`config.mk`:
```
export PLATFORM = sky130hd
export DESIGN_NAME = dcr_readout
export DESIGN_NICKNAME = d
export VERILOG_FILES = /design/src/core/dcr_pkg.sv /design/src/core/dcr_beat_if.sv /design/src/core/dcr_sync2.sv /design/src/core/dcr_beat_buf.sv /design/src/core/dcr_readout.sv
export SDC_FILE = /design/constraint.sdc
export NUM_CORES = 1
export LEC_CHECK = 0
export BUFFER_PORTS_ARGS = -buffer_cell sky130_fd_sc_hd__buf_2
export CAP_MARGIN = 15
export CORE_UTILIZATION = 55
export DETAILED_ROUTE_END_ITERATION = 8
export PLACE_DENSITY_LB_ADDON = 0.1
export SYNTH_ARGS = -nofsm -noshare
export SYNTH_HDL_FRONTEND = slang
export SYNTH_SLANG_ARGS = --single-unit
export TNS_END_PERCENT = 10
```
`constraint.sdc`:
```
create_clock -name ref_clk -period 4.1 [get_ports ref_clk]
set_input_delay 0.615 -clock ref_clk [delete_from_list [all_inputs] [get_ports ref_clk]]
set_output_delay 0.615 -clock ref_clk [all_outputs]
set_load 0.1 [all_outputs]
```
`src/core/dcr_pkg.sv`:
```
// constants and types of the calibration readout and loop mode block
`default_nettype none
package dcr_pkg;
  localparam logic [2:0] MR_ZERO = 3'h0;
  localparam logic [2:0] MR_ONE = 3'h1;
  localparam logic [2:0] MR_THREE = 3'h3;
  localparam int MR0_BL_LSB = 0;
  localparam int MR0_CL_LSB = 4;
  localparam int MR0_LOOP_RST_BIT = 8;
  localparam int MR1_LOOP_OFF_BIT = 0;
  localparam int MR1_AL_LSB = 3;
  localparam int MR3_LOC_LSB = 0;
  localparam int MR3_READOUT_BIT = 2;
  localparam int CHOP_SELECT_ADDRESS_BIT = 12;
  localparam int NIBBLE_ADDRESS_BIT = 2;
  localparam logic [1:0] BL_FIXED_EIGHT = 2'h0;
  localparam logic [1:0] BL_ON_THE_FLY = 2'h1;
  localparam logic [1:0] BL_FIXED_CHOP = 2'h2;
  localparam logic [4:0] READ_LATENCY_BASE = 5'h04;
  localparam logic [7:0] READOUT_PATTERN = 8'hAA;
  localparam logic [1:0] LOC_PATTERN = 2'h0;
  localparam logic [1:0] BL_RST = 2'h0;
  localparam logic [2:0] CL_CODE_RST = 3'h2;
  localparam logic [1:0] AL_CODE_RST = 2'h0;
  localparam int LOOP_LOCK_TIME_NCK = 512;
  typedef enum logic [1:0] {
    DCR_IDLE = 2'h0,
    DCR_WAIT = 2'h1,
    DCR_BURST = 2'h3
  } dcr_state_e;
endpackage
`default_nettype wire

```
`src/core/dcr_beat_if.sv`:
```
// beat stream between burst engine and output buffer
`default_nettype none
interface dcr_beat_if;
  logic valid;
  logic ready;
  logic last;
  logic [7:0] data;
  modport src (output valid, output last, output data, input ready);
  modport snk (input valid, input last, input data, output ready);
endinterface
`default_nettype wire

```
`src/core/dcr_sync2.sv`:
```
// two flip-flop synchroniser for pin inputs
`default_nettype none
module dcr_sync2 #(
  parameter int W = 1
) (
  input wire logic ref_clk,
  input wire logic srst,
  input wire logic [W-1:0] d,
  output logic [W-1:0] q
);
  logic [W-1:0] meta;
  always_ff @(posedge ref_clk) begin
    if (srst) begin
      meta <= '0;
      q <= '0;
    end else begin
      meta <= d;
      q <= meta;
    end
  end
endmodule
`default_nettype wire

```
`src/core/dcr_beat_buf.sv`:
```
// two-entry skid buffer; output side is pure flip-flops
`default_nettype none
module dcr_beat_buf (
  input wire logic ref_clk,
  input wire logic srst,
  dcr_beat_if.snk beat,
  output logic out_valid,
  output logic [7:0] out_data,
  output logic out_last,
  input wire logic out_ready
);
  logic sk_valid;
  logic [7:0] sk_data;
  logic sk_last;
  logic next_out_valid;
  logic [7:0] next_out_data;
  logic next_out_last;
  logic next_sk_valid;
  logic [7:0] next_sk_data;
  logic next_sk_last;

  // ready from a flop keeps the engine off any long combinational path
  assign beat.ready = ~sk_valid;

  always_comb begin
    next_out_valid = out_valid;
    next_out_data = out_data;
    next_out_last = out_last;
    next_sk_valid = sk_valid;
    next_sk_data = sk_data;
    next_sk_last = sk_last;
    if (out_ready || !out_valid) begin
      if (sk_valid) begin
        next_out_valid = 1'b1;
        next_out_data = sk_data;
        next_out_last = sk_last;
        next_sk_valid = 1'b0;
      end else begin
        next_out_valid = beat.valid;
        next_out_data = beat.data;
        next_out_last = beat.last;
      end
    end else if (beat.valid && !sk_valid) begin
      next_sk_valid = 1'b1;
      next_sk_data = beat.data;
      next_sk_last = beat.last;
    end
  end

  always_ff @(posedge ref_clk) begin
    if (srst) begin
      out_valid <= 1'b0;
      out_data <= 8'h00;
      out_last <= 1'b0;
      sk_valid <= 1'b0;
      sk_data <= 8'h00;
      sk_last <= 1'b0;
    end else begin
      out_valid <= next_out_valid;
      out_data <= next_out_data;
      out_last <= next_out_last;
      sk_valid <= next_sk_valid;
      sk_data <= next_sk_data;
      sk_last <= next_sk_last;
    end
  end
endmodule
`default_nettype wire

```
`src/core/dcr_readout.sv`:
```
// device side: command decode, mode bits, loop lock and readout bursts
`default_nettype none
module dcr_readout
  import dcr_pkg::*;
#(
  parameter int AW = 14,
  parameter int LOCK_NCK = LOOP_LOCK_TIME_NCK
) (
  // clock and reset
  input wire logic ref_clk,
  input wire logic srst,
  // link pins from the controller
  input wire logic ck,
  input wire logic cke,
  input wire logic cs_n,
  input wire logic ras_n,
  input wire logic cas_n,
  input wire logic we_n,
  input wire logic [2:0] ba,
  input wire logic [AW-1:0] addr,
  // configuration
  input wire logic lanes_replicate,
  // read beat stream
  output logic rd_valid,
  output logic [7:0] rd_data,
  output logic rd_last,
  input wire logic rd_ready,
  // status
  output logic readout_mode,
  output logic loop_off,
  output logic loop_locked
);
  localparam int SW = AW + 9;
  localparam int LW = $clog2(LOCK_NCK + 1);

  logic [SW-1:0] pins_s;
  logic ck_s;
  logic cke_s;
  logic cs_n_s;
  logic ras_n_s;
  logic cas_n_s;
  logic we_n_s;
  logic [2:0] ba_s;
  logic [AW-1:0] addr_s;
  logic ck_d;
  logic rise;
  logic cmd_mrs;
  logic cmd_read;

  dcr_sync2 #(.W(SW)) u_sync (
    .ref_clk(ref_clk),
    .srst(srst),
    .d({ck, cke, cs_n, ras_n, cas_n, we_n, ba, addr}),
    .q(pins_s)
  );

  assign {ck_s, cke_s, cs_n_s, ras_n_s, cas_n_s, we_n_s, ba_s, addr_s} = pins_s;
  assign rise = ck_s && !ck_d;

  // no-op and deselect fall out of the decode: neither pattern matches
  assign cmd_mrs = rise && cke_s && !cs_n_s && !ras_n_s && !cas_n_s && !we_n_s;
  assign cmd_read = rise && cke_s && !cs_n_s && ras_n_s && !cas_n_s && we_n_s;

  // ---- mode bits and loop lock ----
  logic [1:0] bl_mode;
  logic [2:0] cl_code;
  logic [1:0] al_code;
  logic [1:0] loc_sel;
  logic [LW-1:0] lock_cnt;
  logic [1:0] next_bl_mode;
  logic [2:0] next_cl_code;
  logic [1:0] next_al_code;
  logic [1:0] next_loc_sel;
  logic [LW-1:0] next_lock_cnt;
  logic next_readout_mode;
  logic next_loop_off;
  logic next_loop_locked;

  always_comb begin
    next_bl_mode = bl_mode;
    next_cl_code = cl_code;
    next_al_code = al_code;
    next_loc_sel = loc_sel;
    next_lock_cnt = lock_cnt;
    next_readout_mode = readout_mode;
    next_loop_off = loop_off;
    next_loop_locked = loop_locked;
    if (rise && lock_cnt != '0) begin
      next_lock_cnt = lock_cnt - 1'b1;
      if (lock_cnt == LW'(1)) begin
        next_loop_locked = !loop_off;
      end
    end
    if (cmd_mrs) begin
      case (ba_s)
        MR_ZERO: begin
          next_bl_mode = addr_s[MR0_BL_LSB +: 2];
          next_cl_code = addr_s[MR0_CL_LSB +: 3];
          // loop reset restarts the lock wait; only a running loop can lock
          if (addr_s[MR0_LOOP_RST_BIT] && !loop_off) begin
            next_lock_cnt = LW'(LOCK_NCK);
            next_loop_locked = 1'b0;
          end
        end
        MR_ONE: begin
          next_al_code = addr_s[MR1_AL_LSB +: 2];
          next_loop_off = addr_s[MR1_LOOP_OFF_BIT];
          if (addr_s[MR1_LOOP_OFF_BIT]) begin
            next_loop_locked = 1'b0;
            next_lock_cnt = '0;
          end
        end
        MR_THREE: begin
          next_readout_mode = addr_s[MR3_READOUT_BIT];
          next_loc_sel = addr_s[MR3_LOC_LSB +: 2];
        end
        default: begin
          next_bl_mode = bl_mode;
        end
      endcase
    end
  end

  always_ff @(posedge ref_clk) begin
    if (srst) begin
      ck_d <= 1'b0;
      bl_mode <= BL_RST;
      cl_code <= CL_CODE_RST;
      al_code <= AL_CODE_RST;
      loc_sel <= LOC_PATTERN;
      lock_cnt <= '0;
      readout_mode <= 1'b0;
      loop_off <= 1'b0;
      loop_locked <= 1'b0;
    end else begin
      ck_d <= ck_s;
      bl_mode <= next_bl_mode;
      cl_code <= next_cl_code;
      al_code <= next_al_code;
      loc_sel <= next_loc_sel;
      lock_cnt <= next_lock_cnt;
      readout_mode <= next_readout_mode;
      loop_off <= next_loop_off;
      loop_locked <= next_loop_locked;
    end
  end

  // ---- latency ----
  logic [4:0] read_latency;
  logic [4:0] additive_latency;
  logic [5:0] lat;

  // latency in loop off mode follows the same table; 6 is the supported point
  assign read_latency = 5'({2'h0, cl_code}) + READ_LATENCY_BASE;

  always_comb begin
    case (al_code)
      2'h1: additive_latency = read_latency - 5'h01;
      2'h2: additive_latency = read_latency - 5'h02;
      default: additive_latency = 5'h00;
    endcase
  end

  // same count as an array read; loop off starts one link cycle sooner
  assign lat = 6'(additive_latency) + 6'(read_latency)
    - (loop_off ? 6'h01 : 6'h00);

  // ---- burst engine ----
  dcr_beat_if beat ();
  dcr_state_e state;
  dcr_state_e next_state;
  logic [5:0] wcnt;
  logic [2:0] idx;
  logic [2:0] end_idx;
  logic [5:0] next_wcnt;
  logic [2:0] next_idx;
  logic [2:0] next_end_idx;
  logic rd_take;
  logic chop;
  logic [2:0] start_idx;
  logic pat_bit;
  logic push;

  // reads outside readout mode belong to the array path, not to this block
  // a read landing while a burst is still pending is dropped
  assign rd_take = cmd_read && readout_mode && state == DCR_IDLE;

  always_comb begin
    case (bl_mode)
      BL_FIXED_CHOP: chop = 1'b1;
      BL_ON_THE_FLY: chop = !addr_s[CHOP_SELECT_ADDRESS_BIT];
      default: chop = 1'b0;
    endcase
  end

  // only the nibble bit matters, and only for a chopped burst
  assign start_idx = chop ? {addr_s[NIBBLE_ADDRESS_BIT], 2'h0} : 3'h0;

  // reserved locations read as zero
  assign pat_bit = (loc_sel == LOC_PATTERN) && READOUT_PATTERN[idx];

  assign beat.valid = state == DCR_BURST;
  assign beat.last = idx == end_idx;
  assign beat.data = lanes_replicate ? {8{pat_bit}} : {7'h00, pat_bit};
  assign push = beat.valid && beat.ready;

  always_comb begin
    next_state = state;
    next_wcnt = wcnt;
    next_idx = idx;
    next_end_idx = end_idx;
    case (state)
      DCR_IDLE: begin
        if (rd_take) begin
          next_state = DCR_WAIT;
          next_wcnt = lat;
          next_idx = start_idx;
          next_end_idx = start_idx + (chop ? 3'h3 : 3'h7);
        end
      end
      DCR_WAIT: begin
        if (rise) begin
          next_wcnt = wcnt - 6'h01;
          if (wcnt == 6'h01) begin
            next_state = DCR_BURST;
          end
        end
      end
      DCR_BURST: begin
        if (push) begin
          next_idx = idx + 3'h1;
          if (idx == end_idx) begin
            next_state = DCR_IDLE;
          end
        end
      end
      default: begin
        next_state = DCR_IDLE;
      end
    endcase
  end

  always_ff @(posedge ref_clk) begin
    if (srst) begin
      state <= DCR_IDLE;
      wcnt <= 6'h00;
      idx <= 3'h0;
      end_idx <= 3'h0;
    end else begin
      state <= next_state;
      wcnt <= next_wcnt;
      idx <= next_idx;
      end_idx <= next_end_idx;
    end
  end

  dcr_beat_buf u_buf (
    .ref_clk(ref_clk),
    .srst(srst),
    .beat(beat.snk),
    .out_valid(rd_valid),
    .out_data(rd_data),
    .out_last(rd_last),
    .out_ready(rd_ready)
  );

  // ---- checks ----
  logic [5:0] hp_rises;

  always_ff @(posedge ref_clk) begin
    if (srst) begin
      hp_rises <= 6'h00;
    end else if (rd_take) begin
      hp_rises <= 6'h00;
    end else if (rise && state == DCR_WAIT) begin
      hp_rises <= hp_rises + 6'h01;
    end
  end

  property p_nop_idle;
    @(posedge ref_clk) disable iff (srst)
    (rise && cke_s && !cs_n_s && ras_n_s && cas_n_s && we_n_s && state == DCR_IDLE)
      |=> state == DCR_IDLE;
  endproperty
  a_nop_idle: assert property (p_nop_idle) else $error("no-op started work");

  property p_deselect;
    @(posedge ref_clk) disable iff (srst)
    (rise && cs_n_s && state == DCR_IDLE) |=> state == DCR_IDLE;
  endproperty
  a_deselect: assert property (p_deselect) else $error("deselect started work");

  property p_read_any_ap;
    @(posedge ref_clk) disable iff (srst)
    (cmd_read && readout_mode && state == DCR_IDLE) |=> state == DCR_WAIT && wcnt == $past(lat);
  endproperty
  a_read_any_ap: assert property (p_read_any_ap) else $error("readout read not taken");

  property p_loop_off;
    @(posedge ref_clk) disable iff (srst)
    (cmd_mrs && ba_s == MR_ONE && addr_s[MR1_LOOP_OFF_BIT]) |=> loop_off && !loop_locked;
  endproperty
  a_loop_off: assert property (p_loop_off) else $error("loop off write ignored");

  property p_lanes;
    @(posedge ref_clk) disable iff (srst)
    push |-> (beat.data[7:1] == 7'h00 || beat.data[7:1] == {7{beat.data[0]}});
  endproperty
  a_lanes: assert property (p_lanes) else $error("upper lanes neither copy nor zero");

  property p_pattern;
    @(posedge ref_clk) disable iff (srst)
    (push && loc_sel == LOC_PATTERN) |-> beat.data[0] == idx[0];
  endproperty
  a_pattern: assert property (p_pattern) else $error("pattern beat wrong");

  property p_latency;
    @(posedge ref_clk) disable iff (srst)
    // judged at the supported point against the table, not against the engine's own count
    (state == DCR_BURST && $past(state) == DCR_WAIT && al_code == AL_CODE_RST
      && cl_code == CL_CODE_RST)
      |-> hp_rises == 6'(READ_LATENCY_BASE) + 6'(CL_CODE_RST) - 6'(loop_off);
  endproperty
  a_latency: assert property (p_latency) else $error("read latency wrong");

  property p_chop_high;
    @(posedge ref_clk) disable iff (srst)
    (rd_take && chop && addr_s[NIBBLE_ADDRESS_BIT]) |=> idx == 3'h4 && end_idx == 3'h7;
  endproperty
  a_chop_high: assert property (p_chop_high) else $error("upper nibble chop wrong");

  property p_last_beat;
    @(posedge ref_clk) disable iff (srst)
    (push && beat.last) |-> (idx == 3'h7 || idx == 3'h3) ##1 state == DCR_IDLE;
  endproperty
  a_last_beat: assert property (p_last_beat) else $error("burst ended off a nibble");

endmodule
`default_nettype wire

```
==> results.md <==
* Outcome: finished, final reports clean
* Max Cap Violations at 0
* Clock insertion delay at the later pin of the skew report at 340 ps
* DR pass1 iterations at 4
* Multi-input logic area at 0.00184 sq mm
* Worst-path fanout max at 4
* Number of global-route vias before repair at 2429
* Util after Layout at 63.2%
* Yosys top cell by area: dfxtp_1
* TritonCTS clock tree: yes
* Synth warn at 0
* Post-Layout Cell Count at 493
* Setup TNS at 0 ps
* FMAX at 345 MHz
* Critical Path End Type: flop
* Tightest Pin Transition at 816 ps
* Start point of the worst hold path: u_sync.meta[12]$_SDFF_PP0_
* Peak supply drop at 0.292 mV
* Static Leakage at 1.69 nW
* PnR worst setup slack at 1200 ps
* Reg2reg path depth at 12
* Post-cts sizing count at 0
* FILL cells at 562
* Top_reg_cell synth: dfxtp_1
* PortBufs at 34
* Vias at 2677
* Flip-flop and latch area at 0.00162 sq mm
* Post-synthesis register bit count at 81
* Die W at 83.7 microns
* Final setup fails at 0
* Synth unique cells at 59
* Via/cell ratio at 5.43
* Worst r2r dst: wcnt[3]$_SDFFE_PP0P_
* Total power at 0.00144 W
* Ant. Diodes at 0
* Max clock buf depth at 2
* WHS Endpoint: u_sync.q[12]$_SDFF_PP0_
* Final net count at 461
* Largest net degree at the start of global routing at 67
* Yosys top cell area share at 44.1%
* Final antenna-violating net count at 0
* DRC at 0
* GR Overflow Total at 0
* Ys async rst share at 0%
* Final min period at 2900 ps
* DRT iter0 DRCs at 83
* R2R Setup Slk at 1200 ps
* Die Ht at 83.7 microns
* CTS Sinks at 81
* Critical Path RT at 4310 ps
* Period utilization at 70.6%
* GPL Wtd Cong at 0.837
* Synth area leaders: dfxtp_1, ha_1, nor2b_1
* RSZ-0062 raised after global routing: false
* Die Area at 0.00701 sq mm
* Power Density at 358 mW/mm^2
* H-Tree Depth at 3
* # IOs at 40
* Cts hold-fix bufs at 0
* Max_slew headroom at 45.2%
* Reg2reg start: cl_code[1]$_SDFFE_PP1P_
* Pre-CTS setup slack at 1210 ps
* CP Launch Type: flop
* First-pass GRT wire length at 11.0 mm
* Post-CTS Setup Bufs at 0
* CTS root buf: clkbuf_8
* WP data arrival at 3110 ps
* Post-synth EDFFs at 0
* Layout cells sized above 1 at 14.7%
* Routed WL per cell at 12.7 microns
* Layout area overhead at 9.77%
* Detailed Place HPWL at 4.41 mm
* Clk_skew at 14.0 ps
* Core area at 0.00639 sq mm
* Core Rows at 29
* Total GRT Usage at 19.2%
* Mapped Nets at 436
* Post-Syn Area at 0.00367 sq mm
* Setup Crit Path Kind: reg -> reg
* Initial core utilization at 57.5%
* Min-Delay Path Depth at 1
* Cell count after synthesis at 386
* Final wirelength at 6.28 mm
* Seq/Total Area, Yosys at 44.1%
* Worst hold-check path type: reg -> reg
* Total CTS buffers at 9
* Slew Viols, Final at 0
* Worst-path clk slew at 90 ps
* Final Hold Viols at 0
* Dpl cells at 477
* Mean post-synth cell area at 9.52 sq um
* Initial antenna violation count at 0
report_power, final:
group	internal (W)	switching (W)
Sequential	0.000805	0.00000997
Clock	0.000282	0.000284
Combinational	0.0000285	0.0000343
Total	0.00112	0.000328
cells in the mapped netlist (all sizes together) (6+ instances only):
| cell type | number |
|---|---|
| nand2 | 7 |
| nand2b | 7 |
| nor2 | 24 |
| mux2i | 17 |
| a21oi | 25 |
| ha | 22 |
| nor2b | 43 |
| buf | 8 |
| nand3 | 13 |
| clkbuf | 13 |
| o21ai | 10 |
| inv | 29 |
| dfxtp | 81 |
| a211oi | 6 |
critical path: stages (launching register included):
cell      delay [ps]
dfxtp_1          390
inv_1            110
ha_1             200
a21boi_0         210
xnor2_1          150
a22oi_1           80
or2_2            280
ha_1             270
inv_1             40
ha_1             320
or3_1            380
a32oi_1          220
o32ai_1          110
metal layers:
metal  up-vias  routed length, microns  global-route usage (%)
met1      1239                    3240                    25.8
li1       1396                       -                       -
met3         6                     200                    4.75
met2        36                    2790                    30.2
met4         0                      46                    6.78
met5         -                       0                       0
cell families (layout without fill, tap and decap cells):
| logic type | count (synthesis) | after routing | share of synthesized area, % |
|---|---|---|---|
| buffers and inverters | 50 | 80 | 5.92 |
| xor gates and xnor gates | 7 | 7 | 1.67 |
| AOI/OAI and AO/OA | 74 | 74 | 13.6 |
| DFF | 81 | 81 | 44.1 |
| and+or+nand+nor | 134 | 134 | 22.0 |
| muxes | 17 | 17 | 4.63 |
| adders and majority gates | 23 | 23 | 8.04 |
worst max path at each step:
stage	depth (start not counted)	start	slack (ps)	end
after floorplan	12	cl_code[1]$_SDFFE_PP1P_	1440	wcnt[3]$_SDFFE_PP0P_
after global routing	11	cl_code[2]$_SDFFE_PP0P_	1010	wcnt[3]$_SDFFE_PP0P_
after CTS	12	cl_code[1]$_SDFFE_PP1P_	1200	wcnt[3]$_SDFFE_PP0P_
final	12	cl_code[1]$_SDFFE_PP1P_	1200	wcnt[3]$_SDFFE_PP0P_
after detailed placement	12	cl_code[1]$_SDFFE_PP1P_	1210	wcnt[3]$_SDFFE_PP0P_
after global placement	12	cl_code[1]$_SDFFE_PP1P_	1270	wcnt[3]$_SDFFE_PP0P_
registers in the layout (all words and copies together), names as in the netlist, 2 cells and up, named ones only:
register        count
u_buf.out_data      2
u_buf.sk_data       2
lock_cnt           10
u_sync.meta        18
u_sync.q           18
cl_code             3
end_idx             2
state               2
bl_mode             2
al_code             2
wcnt                6
idx                 3
loc_sel             2
layout make-up:
class / instances / share of cell area [%]
sequential: 81 / 40.2
multi-input combinational: 255 / 45.5
inverter: 29 / 2.70
clock inverter: 6 / 1.64
tap: 77 / 2.39
timing repair buffer: 35 / 4.40
clock buffer: 10 / 3.16
layout by cell type (no fill, tap or decap), types with 4 or more instances in the layout:
master | Yosys | layout
xor2_1 | 4 | 4
dfxtp_1 | 81 | 81
inv_1 | 29 | 29
nor3_1 | 5 | 5
nor2b_1 | 43 | 43
nand2_1 | 7 | 7
o22ai_1 | 5 | 5
nand2b_1 | 7 | 7
a21oi_1 | 25 | 25
clkbuf_8 | 0 | 9
mux2i_1 | 17 | 17
or3_1 | 5 | 5
nand3b_1 | 5 | 5
ha_1 | 22 | 22
and3_1 | 4 | 4
buf_2 | 0 | 34
nand4_1 | 4 | 4
a211oi_1 | 5 | 5
nand3_1 | 13 | 13
o21ai_0 | 9 | 9
nor2_1 | 24 | 24
metrics by stage:
stage | instance area (sq um) | hold slack, ps
floorplan | 3670 | 414
global route | 4030 | 453
finish | 4030 | 439
global placement | 3840 | 418
CTS | 4030 | 440
detailed placement | 3840 | 420
(Power assumes the default switching activity.)
